<file path="src/logic/usart_aux_regs.svh">
// Constants for the serial unit auxiliary modes block.
// Included by the package and the design; definitions only.
`ifndef USART_AUX_REGS_SVH
`define USART_AUX_REGS_SVH
`define LDM_OFF        2'h0
`define LDM_EXTERNAL   2'h1
`define LDM_TXCONTROL  2'h2
`define OSR_NORMAL     5'h10
`define OSR_DOUBLE     5'h08
`define BAUD_W         16
`define SLEEP_ACTIVE   2'h0
`define SLEEP_IDLE     2'h1
`define SLEEP_STANDBY  2'h2
`define SLEEP_PDOWN    2'h3
`endif

</file>
<file path="src/logic/usart_aux_pkg.sv">
// Types for the serial unit auxiliary modes block.
// Assumes the constants header sits beside it.
`include "usart_aux_regs.svh"
package usart_aux_pkg;
  typedef enum logic [1:0] {MODE_ASYNC, MODE_SPI_MASTER} op_mode_t;
  typedef struct packed {
    logic txEnable;
    logic rxEnable;
    logic spiMaster;
    logic clockPhaseSelect;
    logic dataOrderSelect;
    logic doubleSpeedSelect;
    logic [1:0] lineDriverMode;
    logic startFrameDetectEnable;
    logic rxcIntEnable;
    logic rxsIntEnable;
  } ctrl_t;
  typedef struct packed {
    logic receiveCompleteFlag;
    logic startDetectFlag;
    logic transmitCompleteFlag;
    logic dataEmptyFlag;
    logic frameError;
  } status_t;
endpackage

</file>
<file path="src/logic/usart_aux.sv">
// Serial unit: async frames, master SPI, line driver enable, start detect wake.
// Assumes one clock, synchronous inputs, control bits as plain ports.
// Summary of operation
// - SPI master drives sync clock from baud
// - Data write starts every SPI transfer
// - Buffer loads shifter only when shifter ready
// - SPI flags as async; errors read zero
// - Disabling in SPI equals async disabling
// - Phase and order select match SPI
// - No collision detect, no double speed SPI
// - Output MOSI, input MISO, no select
// - Mode 1 external driver, 2 TX control
// - Enable output high while async transmitter active, low in SPI
// - Enable rises one baud tick early
// - Enable held through the single stop bit
// - Start detect only async Standby, enabled
// - Falling edge powers oscillator, enables clock
// - False start switches clock back off
// - Standby start sets start detect flag
// - Active, Idle, PowerDown disable start detect
// - Receive and start flags share interrupt
// - Wake behaviour follows interrupt enables
// - Sixteen or eight samples per bit
`include "usart_aux_regs.svh"
`timescale 1ns/1ns
module usart_aux
  import usart_aux_pkg::*;
#(
  parameter int DATA_W = 8
)(
  // Clock, reset, enable
  input  wire logic              clk_sys,
  input  wire logic              rst,
  input  wire logic              clkEn,
  // Control
  input  wire ctrl_t             ctrl,
  input  wire logic [`BAUD_W-1:0] baudDiv,
  input  wire logic [1:0]        sleepMode,
  // Data
  input  wire logic              dataWrite,
  input  wire logic [DATA_W-1:0] dataIn,
  input  wire logic              dataRead,
  input  wire logic              flagClear,
  output logic [DATA_W-1:0]      dataOut,
  output status_t                status,
  output logic                   interruptReq,
  // Pins and power
  input  wire logic              rxPin,
  output logic                   txPin,
  output logic                   txPinOe,
  output logic                   sync_clock_pin,
  output logic                   transmit_enable_out,
  output logic                   oscRequest,
  output logic                   wakeReq
);
  localparam int CW = $clog2(DATA_W + 4);
  logic [`BAUD_W-1:0] baudCnt;     // Baud divider
  logic               tick;        // Sample tick
  logic [4:0]         txSub;       // Samples within a tx bit
  logic               txBit;       // Bit boundary
  logic [DATA_W-1:0]  txBuf;       // Transmit buffer
  logic               txBufFull;   // Buffer holds a word
  logic [DATA_W+1:0]  txShift;     // Frame shifter
  logic [CW-1:0]      txCnt;       // Bits remaining
  logic               txBusy;      // Frame in progress
  logic               txLead;      // Guard tick before first bit
  logic               sckPhase;    // SPI half period
  logic [DATA_W-1:0]  rxShift;     // Receive shifter
  logic [CW-1:0]      rxCnt;       // Bits received
  logic               rxBusy;      // Receiving
  logic [4:0]         rxSub;       // Samples within rx bit
  logic [2:0]         vote;        // Majority window
  logic               rxPrev;      // Last rx level
  logic               sfdArmed;    // Start detect active
  logic [4:0]         osr;         // Samples per bit
  logic               spi;         // SPI master mode
  logic               ldmOn;       // Line driver mode on
  logic               majority;    // Voted bit

  assign spi      = ctrl.spiMaster;
  assign osr      = ctrl.doubleSpeedSelect ? `OSR_DOUBLE : `OSR_NORMAL;
  assign ldmOn    = (ctrl.lineDriverMode == `LDM_EXTERNAL) ||
                    (ctrl.lineDriverMode == `LDM_TXCONTROL);
  assign majority = (vote[0] & vote[1]) | (vote[1] & vote[2]) | (vote[0] & vote[2]);
  assign txBit    = tick && (txSub == osr - 5'h01);
  // Start detect only in async Standby with enable set
  assign sfdArmed = ctrl.startFrameDetectEnable && !spi &&
                    (sleepMode == `SLEEP_STANDBY);

  // Baud generator, sample tick; SPI uses it directly for clock edges
  always_ff @(posedge clk_sys)
  begin
    if (rst)
    begin
      baudCnt <= '0;
      tick    <= 1'b0;
    end
    else if (clkEn)
    begin
      tick <= (baudCnt == 0);
      if (baudCnt == 0)
        baudCnt <= baudDiv;
      else
        baudCnt <= baudCnt - 1'b1;
    end
  end

  // Transmit buffer: write loads it, shifter takes it when idle
  always_ff @(posedge clk_sys)
  begin
    if (rst)
    begin
      txBuf     <= '0;
      txBufFull <= 1'b0;
    end
    else if (clkEn)
    begin
      if (dataWrite && !txBufFull && ctrl.txEnable)
      begin
        txBuf     <= dataIn;
        txBufFull <= 1'b1;
      end
      else if (txBufFull && !txBusy && !txLead)
        txBufFull <= 1'b0;
    end
  end

  // Transmit shifter for both async frames and SPI master
  always_ff @(posedge clk_sys)
  begin
    if (rst)
    begin
      txShift  <= '1;
      txCnt    <= '0;
      txBusy   <= 1'b0;
      txLead   <= 1'b0;
      txSub    <= '0;
      sckPhase <= 1'b0;
    end
    else if (clkEn)
    begin
      if (!txBusy && !txLead && txBufFull)
      begin
        txLead <= !spi && ldmOn;
        txBusy <= spi || !ldmOn;
        txSub  <= '0;
        sckPhase <= 1'b0;
        if (spi)
        begin
          // Order select: LSB first when set, else MSB first
          txShift <= {2'b11, ctrl.dataOrderSelect ? txBuf :
                      {<<{txBuf}}};
          txCnt   <= CW'(DATA_W);
        end
        else
        begin
          txShift <= {1'b1, txBuf, 1'b0};
          txCnt   <= CW'(DATA_W + 2);
        end
      end
      else if (txLead && tick)
      begin
        txLead <= 1'b0; // Guard tick spent
        txBusy <= 1'b1;
      end
      else if (txBusy && spi && tick)
      begin
        // Each tick is one half period of the sync clock
        sckPhase <= !sckPhase;
        if (sckPhase)
        begin
          txShift <= {1'b1, txShift[DATA_W+1:1]};
          txCnt   <= txCnt - 1'b1;
          if (txCnt == 1)
            txBusy <= 1'b0;
        end
      end
      else if (txBusy && !spi && tick)
      begin
        txSub <= txBit ? 5'h00 : txSub + 5'h01;
        if (txBit)
        begin
          txShift <= {1'b1, txShift[DATA_W+1:1]};
          txCnt   <= txCnt - 1'b1;
          if (txCnt == 1)
            txBusy <= 1'b0;
        end
      end
    end
  end

  // Pin outputs: tx pin is MOSI in SPI mode
  always_ff @(posedge clk_sys)
  begin
    if (rst)
    begin
      txPin               <= 1'b1;
      txPinOe             <= 1'b0;
      sync_clock_pin      <= 1'b0;
      transmit_enable_out <= 1'b0;
    end
    else if (clkEn)
    begin
      // Line stays idle through the guard tick so the enable leads the start bit
      txPin   <= txLead ? 1'b1 : txShift[0];
      txPinOe <= ctrl.txEnable || txBusy || txBufFull;
      // Phase select 0 samples first edge, 1 shifts first edge
      sync_clock_pin <= spi && txBusy &&
                        (sckPhase ^ ctrl.clockPhaseSelect) && (txCnt != 0);
      transmit_enable_out <= ldmOn && !spi && (txLead || txBusy);
    end
  end

  // Receiver: 3 centre samples voted, or SPI sample on clock edge
  always_ff @(posedge clk_sys)
  begin
    if (rst || !ctrl.rxEnable)
    begin
      rxBusy  <= 1'b0;
      rxCnt   <= '0;
      rxSub   <= '0;
      vote    <= 3'h7;
      rxShift <= '0;
      rxPrev  <= 1'b1;
    end
    else if (clkEn)
    begin
      rxPrev <= rxPin;
      if (spi)
      begin
        if (txBusy && tick && !sckPhase)
          rxShift <= ctrl.dataOrderSelect ? {rxPin, rxShift[DATA_W-1:1]}
                                          : {rxShift[DATA_W-2:0], rxPin};
      end
      else if (!rxBusy && rxPrev && !rxPin)
      begin
        rxBusy <= 1'b1;
        rxSub  <= '0;
        rxCnt  <= '0;
      end
      else if (rxBusy && tick)
      begin
        rxSub <= (rxSub == osr - 5'h01) ? 5'h00 : rxSub + 5'h01;
        if (rxSub >= (osr >> 1) - 5'h01 && rxSub <= (osr >> 1) + 5'h01)
          vote <= {vote[1:0], rxPin};
        if (rxSub == osr - 5'h01)
        begin
          rxCnt <= rxCnt + 1'b1;
          if (rxCnt == 0 && majority)
            rxBusy <= 1'b0; // False start rejected
          else if (rxCnt >= 1 && rxCnt <= CW'(DATA_W))
            rxShift <= {majority, rxShift[DATA_W-1:1]};
          else if (rxCnt == CW'(DATA_W + 1))
            rxBusy <= 1'b0;
        end
      end
    end
  end

  // Status flags; hardware set wins over clear
  always_ff @(posedge clk_sys)
  begin
    if (rst)
    begin
      status  <= '0;
      dataOut <= '0;
    end
    else if (clkEn)
    begin
      status.dataEmptyFlag <= !txBufFull;
      status.frameError    <= 1'b0;
      if (!spi && rxBusy && tick && rxSub == osr - 5'h01 && rxCnt == CW'(DATA_W + 1))
      begin
        status.receiveCompleteFlag <= 1'b1;
        dataOut <= rxShift;
      end
      else if (spi && txBusy && tick && sckPhase && txCnt == 1 && ctrl.rxEnable)
      begin
        status.receiveCompleteFlag <= 1'b1;
        dataOut <= rxShift;
      end
      else if (dataRead)
        status.receiveCompleteFlag <= 1'b0;
      if (txBusy && tick && txCnt == 1 && !txBufFull && (spi ? sckPhase : txBit))
        status.transmitCompleteFlag <= 1'b1;
      else if (flagClear)
        status.transmitCompleteFlag <= 1'b0;
      if (sfdArmed && rxPrev && !rxPin)
        status.startDetectFlag <= 1'b1;
      else if (flagClear)
        status.startDetectFlag <= 1'b0;
    end
  end

  // Shared interrupt, oscillator request, wake request
  always_ff @(posedge clk_sys)
  begin
    if (rst)
    begin
      interruptReq <= 1'b0;
      oscRequest   <= 1'b0;
      wakeReq      <= 1'b0;
    end
    else if (clkEn)
    begin
      interruptReq <= (status.receiveCompleteFlag && ctrl.rxcIntEnable) ||
                      (status.startDetectFlag && ctrl.rxsIntEnable);
      oscRequest   <= sfdArmed && ((rxPrev && !rxPin) || rxBusy);
      wakeReq      <= sfdArmed &&
                      ((ctrl.rxsIntEnable && status.startDetectFlag) ||
                       (ctrl.rxcIntEnable && status.receiveCompleteFlag));
    end
  end

  property p_ldm_low;
    @(posedge clk_sys) disable iff (rst)
    !ldmOn |=> !transmit_enable_out;
  endproperty
  a_ldm_low: assert property (p_ldm_low) else $error("enable high outside mode");

  property p_lead;
    @(posedge clk_sys) disable iff (rst)
    (txLead && clkEn) |=> transmit_enable_out;
  endproperty
  a_lead: assert property (p_lead) else $error("enable late");

  property p_frame;
    @(posedge clk_sys) disable iff (rst)
    (txBusy && ldmOn && !spi && clkEn) |=> transmit_enable_out;
  endproperty
  a_frame: assert property (p_frame) else $error("enable dropped in frame");

  property p_ferr;
    @(posedge clk_sys) disable iff (rst)
    spi |=> !status.frameError;
  endproperty
  a_ferr: assert property (p_ferr) else $error("error flag set");

  property p_sfd;
    @(posedge clk_sys) disable iff (rst)
    (sleepMode != `SLEEP_STANDBY) && !status.startDetectFlag && clkEn
      |=> !status.startDetectFlag;
  endproperty
  a_sfd: assert property (p_sfd) else $error("start detect outside standby");

  property p_sck;
    @(posedge clk_sys) disable iff (rst)
    !spi |=> !sync_clock_pin;
  endproperty
  a_sck: assert property (p_sck) else $error("clock outside spi");

  property p_irq;
    @(posedge clk_sys) disable iff (rst)
    (clkEn && status.startDetectFlag && ctrl.rxsIntEnable) |=> interruptReq;
  endproperty
  a_irq: assert property (p_irq) else $error("shared interrupt missing");

  property p_load;
    @(posedge clk_sys) disable iff (rst)
    (clkEn && txBusy && txBufFull) |=> txBufFull;
  endproperty
  a_load: assert property (p_load) else $error("buffer moved while busy");
endmodule

</file>
<file path="config.mk">
export PLATFORM = sky130hd
export DESIGN_NAME = usart_aux
export DESIGN_NICKNAME = d
export VERILOG_FILES = /design/src/logic/usart_aux_pkg.sv /design/src/logic/usart_aux.sv
export VERILOG_INCLUDE_DIRS = /design/src /design/src/logic
export SDC_FILE = /design/constraint.sdc
export NUM_CORES = 1
export LEC_CHECK = 0
export BUFFER_PORTS_ARGS = -buffer_cell sky130_fd_sc_hd__buf_4
export CAP_MARGIN = 20
export CORE_AREA = 2 2 146 77
export CTS_CLUSTER_SIZE = 12
export DETAILED_ROUTE_END_ITERATION = 8
export DIE_AREA = 0 0 148 79
export PLACE_DENSITY = 0.67
export SLEW_MARGIN = 5
export SYNTH_ARGS = -nofsm -noshare
export SYNTH_HDL_FRONTEND = slang
export SYNTH_SLANG_ARGS = --single-unit
</file>
<file path="constraint.sdc">
create_clock -name clk_sys -period 3.7 [get_ports clk_sys]
set_clock_uncertainty 0.05 [all_clocks]
set_input_delay 0 -clock clk_sys [delete_from_list [all_inputs] [get_ports clk_sys]]
set_output_delay 0 -clock clk_sys [all_outputs]
set_load 0.02 [all_outputs]
</file>
==> impl_metrics.yaml, run 1 <==
sta:
  period_share_pct: 69.3
  slew_headroom_pct: 46.3
  finalSetupViolations: 0
  tns_ns: 0
  rsz0062_at_grt: "no"
  hold_viol: 0
  drv_slew: 0
  fmax_mhz: 390
  worst_pin_slew_ns: 0.804
  min_period_ns: 2.56
detailed_routing:
  first_pass_iters: 5
  vias_per_cell: 5.63
  vias: 4382
  drc: 0
  first_iter_violations: 387
  ant_nets: 0
  routedWlPerCell_um: 15.8
  wirelength_um: 12300
min_path:
  min_path_type: "in -> reg"
  worstHoldPathCells: 3
setup_path:
  path_cells: "or3b_2, a21oi_1, nor2_1, buf_4, nor2_1, a22oi_1"
  cp-end-kind: "flop"
  cp.required_ns: 3.85
  cp_max_fo: 25
  worst_path_most_repeated_cell: "nor2_1"
  arrival_ns: 2.72
  critPathLaunchType: "flop"
  crit_path_max_incr_delay_ns: 0.73
  r2r_cells: 6
  rrSetupSlack_ns: 1.14
  crit_type: "reg -> reg"
  slowest_stage: "or3b_2"
pwr:
  p_leak_nw: 2.24
  power.density_nw_per_um2: 520
  vdd_ir_drop_max_v: 0.000268
floorplan:
  num_io_pins: 64
  die_h_um: 79
  start_util_pct: 43.3
  die-area_um2: 11700
  coreArea_um2: 10500
  die_w_um: 148
  rows: 27
job:
  maxCapViolCount: 0
global_routing:
  grt_pass1_wl_um: 19800
  antenna_found_initial: 0
  grt_overflow: 0
  grt_max_degree: 49
  grtUsageTotal_pct: 21.3
  grt_pass1_vias: 4010
placed_design:
  dp_hpwl_um: 8270
  io_buffers: 62
  place_congestion: 0.868
logic_synthesis:
  synthMuxAreaShare_pct: 6.03
  synthAdderAreaFrac_pct: 4.33
  synthArstFlopShare_pct: 0
  syn_nets: 617
  synth_compound_area_share_pct: 19.9
  synthXorXnorAreaFrac_pct: 2.11
  ys_ff_latch: 88
  synth_edf_count: 0
  avgSynthCellArea_um2: 8.18
  yosysWarnings: 0
  netlist_instances: 558
  yosysSeqAreaShare_pct: 38.6
  syn-cell-area_um2: 4570
  synth_top_family_by_area: "simple AND/OR/NAND/NOR gates"
  yosys.area_share.simple_pct: 24.7
  ys.flop_type: "dfxtp_1"
  ys_types: 64
clocking:
  htree_levels: 3
  clk_path_buf_depth: 2
  cts_tree: "yes"
  cts_root_buf: "clkbuf_16"
  numCtsBuffers: 9
  cts.repair.resized: 0
  clkTransAtPathRegs_ns: 0.07
  clkSinkCount: 88
  worstSkewPairLatency_ns: 0.35
finish:
  final_common_cell: "dfxtp_1"
  insertedDiodeCount: 0
  drive_gt1_share_pct: 15.5
  area_growth_syn_to_layout_pct: 25.8
  finish.utilization_pct: 54.5
  fin_nets: 687
  fillers: 961
  layout_common_cells: "dfxtp_1 (88), nor2_1 (71), buf_4 (66)"
status:
  outcome: "finished, final reports clean"
==> synth_stat cells, drive strengths merged, types with 14 or more instances <==
cell,number,area share [%]
a21oi,49,5.5
mux2i,26,5.7
inv,14,1.2
nand2,57,4.7
ha,15,4.1
nand3,20,2.2
dfxtp,88,39
clkbuf,27,2.2
o21ai,20,2.2
a211oi,23,3.8
nor3,15,1.6
nor2,71,5.8
==> metal layers <==
layer | track usage, % | share of wire [%] | wire, um | vias to the layer above
met5 | 0 | 0 | 0 | -
met4 | 6.57 | 1.5 | 182 | 0
met3 | 6.15 | 7.6 | 941 | 15
met2 | 32.0 | 42 | 5140 | 170
met1 | 29.5 | 49 | 6060 | 2043
li1 | - | - | - | 2154
==> logic make-up after synthesis <==
family / count (synthesis)
and+or+nand+nor: 226
AOI/OAI and AO/OA: 140
DFF: 88
buffers and inverters: 49
muxes: 27
adders and majority gates: 16
xor gates and xnor gates: 11
other: 1
==> per-stage QoR <==
step                      total power, mW  area, um^2  hold WS (ns)  worst slack, ns  cells
after global routing                 3.12        5750        0.0303             1.06    778
after floorplan                      1.69        4570        0.0779             1.45    558
after detailed placement             1.88        5110         0.208             1.20    734
after CTS                            2.99        5750       0.00349             1.20    778
final                                2.99        5750       0.00967             1.14    778
after global placement               1.86        5110         0.199             1.32    734
==> timing repair <==
action,4_1_cts,5_1_grt
hold buffers,28,0
setup buffers,0,0
hold endpoints to repair,30,0
==> flip-flops by register name, indices dropped and copies added, names as in the netlist, 3 cells and up <==
name,flops
rxShift,8
txShift,9
vote,3
dataOut,8
rxCnt,4
txSub,5
rxSub,5
baudCnt,16
status,4
txCnt,4
txBuf,8
==> report_power, final <==
part           internal [mW]  switching (mW)  leakage (nW)  total, mW
clock                  0.695           0.379         0.172       1.07
sequential              1.02          0.0910         0.714       1.11
combinational          0.343           0.461          1.36      0.804
==> final timing paths <==
kind,endpoint,from
worst max-delay path,txShift[6],txBufFull
worst min-delay path,rxPrev,clkEn
worst max register to register,txShift[6],txBufFull
worst min register to register,baudCnt[13],baudCnt[13]
==> cell type report <==
type / count / area [um^2] / share of cell area, %
Clock inverter: 5 / 103 / 1.79
Multi-Input combinational cell: 421 / 2620 / 45.6
Clock buffer: 11 / 253 / 4.40
Inverter: 14 / 52.6 / 0.915
Timing Repair Buffer: 94 / 776 / 13.5
Sequential cell: 88 / 1760 / 30.7
Tap cell: 145 / 181 / 3.16
==> worst max-delay path: cells and delay by family, from the launching register on <==
kind / cells / cell delay [ns]
simple gates: 3 / 1.21
flops: 1 / 0.49
compound gates: 2 / 0.45
buf+inv: 1 / 0.20
No activity file was read; power rests on OpenSTA's default activity.
==> run 2, diff against run 1 <==
Clock period 3.7 ns to 2.6 ns, I/O delays scaled along.
==> impl_metrics.yaml, run 2 (synthesized netlist as in run 1, its figures left out) <==
finish:
  largestRegisters: "baudCnt (16), txShift (9)"
  final_common_cell: "dfxtp_1"
  insertedDiodeCount: 0
  drive_gt1_share_pct: 16.7
  largest_register: "baudCnt"
  fin_cells: 790
  finish.utilization_pct: 54.7
  area_growth_syn_to_layout_pct: 26.3
  fin_nets: 699
  layout_common_cells: "dfxtp_1 (88), buf_4 (77), nor2_1 (71)"
  largest_reg_flops: 16
sta:
  worst_pin_slew_ns: 0.619
  drv_slew: 0
  period_share_pct: 88.5
  hold_viol: 0
  fmax_mhz: 434
  rsz0062_at_grt: "no"
  slew_headroom_pct: 58.4
  tns_ns: 0
  min_period_ns: 2.30
  setup_ws_ns: 0.298
  finalSetupViolations: 0
min_path:
  min_path_type: "in -> reg"
  hp-start: "ctrl[1]"
detailed_routing:
  first_pass_iters: 5
  wl_met3_um: 750
  drc: 0
  vias_per_cell: 5.54
  ant_nets: 0
  top_layer: "met4"
  routedWlPerCell_um: 15.5
  wl_met1_um: 6430
  vias: 4376
  met2WireLength_um: 4970
  wirelength_um: 12300
  first_iter_violations: 337
clocking:
  clkTransAtPathRegs_ns: 0.06
  cts_tree: "yes"
  worstSkewPairLatency_ns: 0.34
  cts_setup_buffers: 0
  numCtsBuffers: 9
  htree_levels: 3
  cts_root_buf: "clkbuf_16"
  clkSinkCount: 88
  cts.repair.resized: 0
  cts_hold_buf: 29
  clk_path_buf_depth: 2
setup_path:
  crit_type: "reg -> reg"
  startpoint: "baudCnt[0]"
  arrival_ns: 2.46
  critPathLaunchType: "flop"
  r2r-start: "baudCnt[0]"
  rrSetupSlack_ns: 0.30
  cp.required_ns: 2.76
  cp_max_fo: 6
  cp-end-kind: "flop"
global_routing:
  antenna_found_initial: 0
  grt_pass1_vias: 4009
  grtUsageTotal_pct: 21.7
  grt_pass1_wl_um: 20100
  grt_max_degree: 49
  grt_overflow: 0
pwr:
  power_mw: 4.03
  vdd_ir_drop_max_v: 0.000335
  p_leak_nw: 2.28
  power.density_nw_per_um2: 699
placed_design:
  dp_hpwl_um: 8520
  io_buffers: 62
  place_inst: 745
  pre_cts_ws_ns: 0.320
  place_congestion: 0.871
floorplan:
  coreArea_um2: 10500
  rows: 27
  die_h_um: 79
  die_w_um: 148
  num_io_pins: 64
  start_util_pct: 43.3
  die-area_um2: 11700
job:
  maxCapViolCount: 0
status:
  outcome: "finished, final reports clean"
==> run 2: changes by cell type in the layout (fill, tap and decap cells not counted) <==
cell,delta
clkbuf_8,+1
clkbuf_1,+1
clkinvlp_4,-1
dlygate4sd3_1,+1
buf_4,+11
clkinv_2,+2
bufinv_16,-3
==> run 2: layout make-up <==
type,instances,area (um^2)
well taps,145,181
fillers,946,4770
multi-input cells,421,2620
inverters,14,52.6
clock inverters,3,15.0
flip-flops and latches,88,1760
repair buffers,106,868
clock buffers,13,270
==> run 2: routing by layer <==
layer / up-vias / GRT usage, %
li1: 2182 / -
met1: 2046 / 31.5
met2: 136 / 31.2
met3: 12 / 6.38
met4: 0 / 6.00
met5: - / 0
==> run 2: final timing paths <==
kind             endpoint  cells after the start
max reg2reg    baudCnt[3]                      7
min reg2reg      txBuf[3]                      2
min          interruptReq                      3
max            baudCnt[3]                      7
==> run 2: per-stage QoR <==
| stage | cell area [um^2] | hold slack, ns |
|---|---|---|
| after global placement | 5190 | 0.205 |
| after global routing | 5770 | 0.0289 |
| final | 5770 | 0.0207 |
| after CTS | 5770 | 0.00747 |
| after floorplan | 4570 | 0.0779 |
| after detailed placement | 5190 | 0.207 |
==> run 2: power breakdown <==
part,switching (mW),leakage [nW],internal (mW)
logic,0.660,1.42,0.548
registers,0.118,0.714,1.45
clock network,0.533,0.145,0.722
total,1.31,2.28,2.72
==> run 2: critical path, cell delays in order, from the launching register on <==
cell and delay [ns]:
dfxtp_1 0.35, inv_1 0.09, ha_1 0.16, or4b_1 0.51
or4_4 0.46, mux2_4 0.31, a22oi_1 0.18, nor2_1 0.06
==> run 3, diff against run 2 <==
Settings changed: CTS_BUF_LIST set to sky130_fd_sc_hd__clkbuf_8 sky130_fd_sc_hd__clkbuf_16, SETUP_SLACK_MARGIN set to 0.5.
==> impl_metrics.yaml, run 3 (synthesized netlist as in run 1, its figures left out) <==
status:
  outcome: "finished, final reports clean"
finish:
  ff_latch_area_um2: 1780
  fin_nets: 712
  multi_input_area_um2: 2700
  largest_reg_flops: 16
  layout_common_cells: "buf_4 (82), dfxtp_1 (81), nor2_1 (69)"
  fin_cells: 803
  largest_register: "baudCnt"
  fillers: 947
  area_growth_syn_to_layout_pct: 32.1
  drive_gt1_share_pct: 21.3
  largestRegisters: "baudCnt (16), txShift (9)"
  final_common_cell: "buf_4"
  insertedDiodeCount: 0
floorplan:
  rows: 27
  die_h_um: 79
  die_w_um: 148
  coreArea_um2: 10500
  num_io_pins: 64
  die-area_um2: 11700
  start_util_pct: 43.3
sta:
  slew_headroom_pct: 52.7
  min_period_ns: 2.24
  rsz0062_at_grt: "yes"
  tns_ns: 0
  finalSetupViolations: 0
  fmax_mhz: 447
  drv_slew: 0
  period_share_pct: 86.0
  worst_pin_slew_ns: 0.700
  fin_hold_ws_ns: 0.0298
  hold_viol: 0
pwr:
  power.density_nw_per_um2: 747
  p_sw_mw: 1.47
  power_frac_comb_pct: 35.3
  p_int_mw: 3.04
  seqPwrFrac_pct: 35.1
  p_leak_nw: 2.38
  swShare_pct: 32.7
  vdd_ir_drop_max_v: 0.000431
  clkPwrFrac_pct: 29.6
detailed_routing:
  top_layer: "met4"
  drc: 0
  wirelength_um: 13100
  wl_met3_um: 866
  ant_nets: 0
  wl_met1_um: 6640
  first_iter_violations: 315
  met2WireLength_um: 5500
  first_pass_iters: 5
  vias: 4479
  vias_per_cell: 5.58
  routedWlPerCell_um: 16.4
placed_design:
  dp_hpwl_um: 8720
  place_congestion: 0.853
  place_inst: 742
  io_buffers: 62
setup_path:
  cp_max_fo: 6
  startpoint: "baudCnt[1]"
  slowest_stage: "or4_4"
  rrSetupSlack_ns: 0.36
  path_cells: "inv_4, ha_4, or4b_4, or4_4, buf_4, nand3_1, a21oi_1, a31o_2"
  cp-end-kind: "flop"
  critPathLaunchType: "flop"
  crit_type: "reg -> reg"
  worstSetupEndpoint: "baudCnt[10]"
  r2r_cells: 8
  cp.required_ns: 2.79
  arrival_ns: 2.43
  r2r-start: "baudCnt[1]"
  worst_r2r_endpoint: "baudCnt[10]"
  crit_path_max_incr_delay_ns: 0.52
global_routing:
  antenna_found_initial: 0
  grt_pass1_wl_um: 21000
  grt_overflow: 0
  grt_max_degree: 48
  grt_pass1_vias: 4081
  grtUsageTotal_pct: 22.7
clocking:
  htree_levels: 3
  worstSkewPairLatency_ns: 0.34
  clk_path_buf_depth: 2
  cts_tree: "yes"
  clkTransAtPathRegs_ns: 0.06
  cts_root_buf: "clkbuf_16"
  clkSinkCount: 88
  numCtsBuffers: 9
job:
  maxCapViolCount: 0
min_path:
  worstHoldPathCells: 3
  min_path_type: "in -> reg"
-- run 3: cell count changes in the layout (fill, tap and decap cells not counted), moves of 3 or more --
cell,delta
o21ai_0,-3
dlygate4sd3_1,+3
buf_6,+3
buf_4,+5
dfxtp_1,-7
dfxtp_2,+5
-- run 3: worst min-delay path by stage --
stage / start / to / slack, ns
floorplan: rxPin / rxPrev / 0.08
global placement: dataIn[5] / txBuf[5] / 0.20
detailed placement: dataIn[1] / txBuf[1] / 0.21
CTS: clkEn / txPin / 0.02
global route: clkEn / txPin / 0.04
finish: ctrl[1] / interruptReq / 0.03
-- run 3: power by group through the flow --
stage / Sequential, mW / Clock (mW) / Combinational (mW)
after global placement: 1.59 / 0 / 1.13
after CTS: 1.57 / 1.36 / 1.43
after detailed placement: 1.60 / 0 / 1.14
after floorplan: 1.57 / 0 / 0.854
final: 1.58 / 1.33 / 1.59
after global routing: 1.59 / 1.42 / 1.72
-- run 3: critical path, delay by kind of cell, from the launching register on --
| kind | cells | cell delay, ns |
|---|---|---|
| AOI/OAI and AO/OA | 2 | 0.28 |
| adders and majority gates | 1 | 0.13 |
| and+or+nand+nor | 3 | 1.07 |
| DFF | 1 | 0.35 |
| buffers and inverters | 2 | 0.25 |
-- run 3: through the flow --
step | worst slack, ns | power [mW] | util (%) | area (um^2)
final | 0.364 | 4.51 | 57.2 | 6030
after global routing | 0.313 | 4.73 | 57.2 | 6030
after detailed placement | 0.247 | 2.74 | 49.1 | 5170
after floorplan | 0.361 | 2.42 | - | 4570
after global placement | 0.293 | 2.72 | 49.1 | 5170
after CTS | 0.390 | 4.36 | 56.3 | 5940
-- run 3: metal layers --
layer	vias up	GRT usage, %
li1	2213	-
met1	2087	33.0
met2	164	33.8
met3	15	5.11
met4	0	6.10
met5	-	0
-- run 3: timing repair --
item	CTS	global route
setup endpoints to repair	23	45
gates resized for setup	17	21
hold endpoints to repair	31	0
buffers inserted	9	3
pin swaps	5	1
cloned	0	1
hold buffers	32	0
-- run 3: final cells by class --
| cell class | count | area share [%] |
|---|---|---|
| inverters | 14 | 0.954 |
| clock buffers | 11 | 4.19 |
| well taps | 145 | 3.01 |
| repair buffers | 119 | 16.7 |
| flip-flops and latches | 88 | 29.4 |
| clock inverters | 5 | 0.933 |
| multi-input cells | 421 | 44.7 |
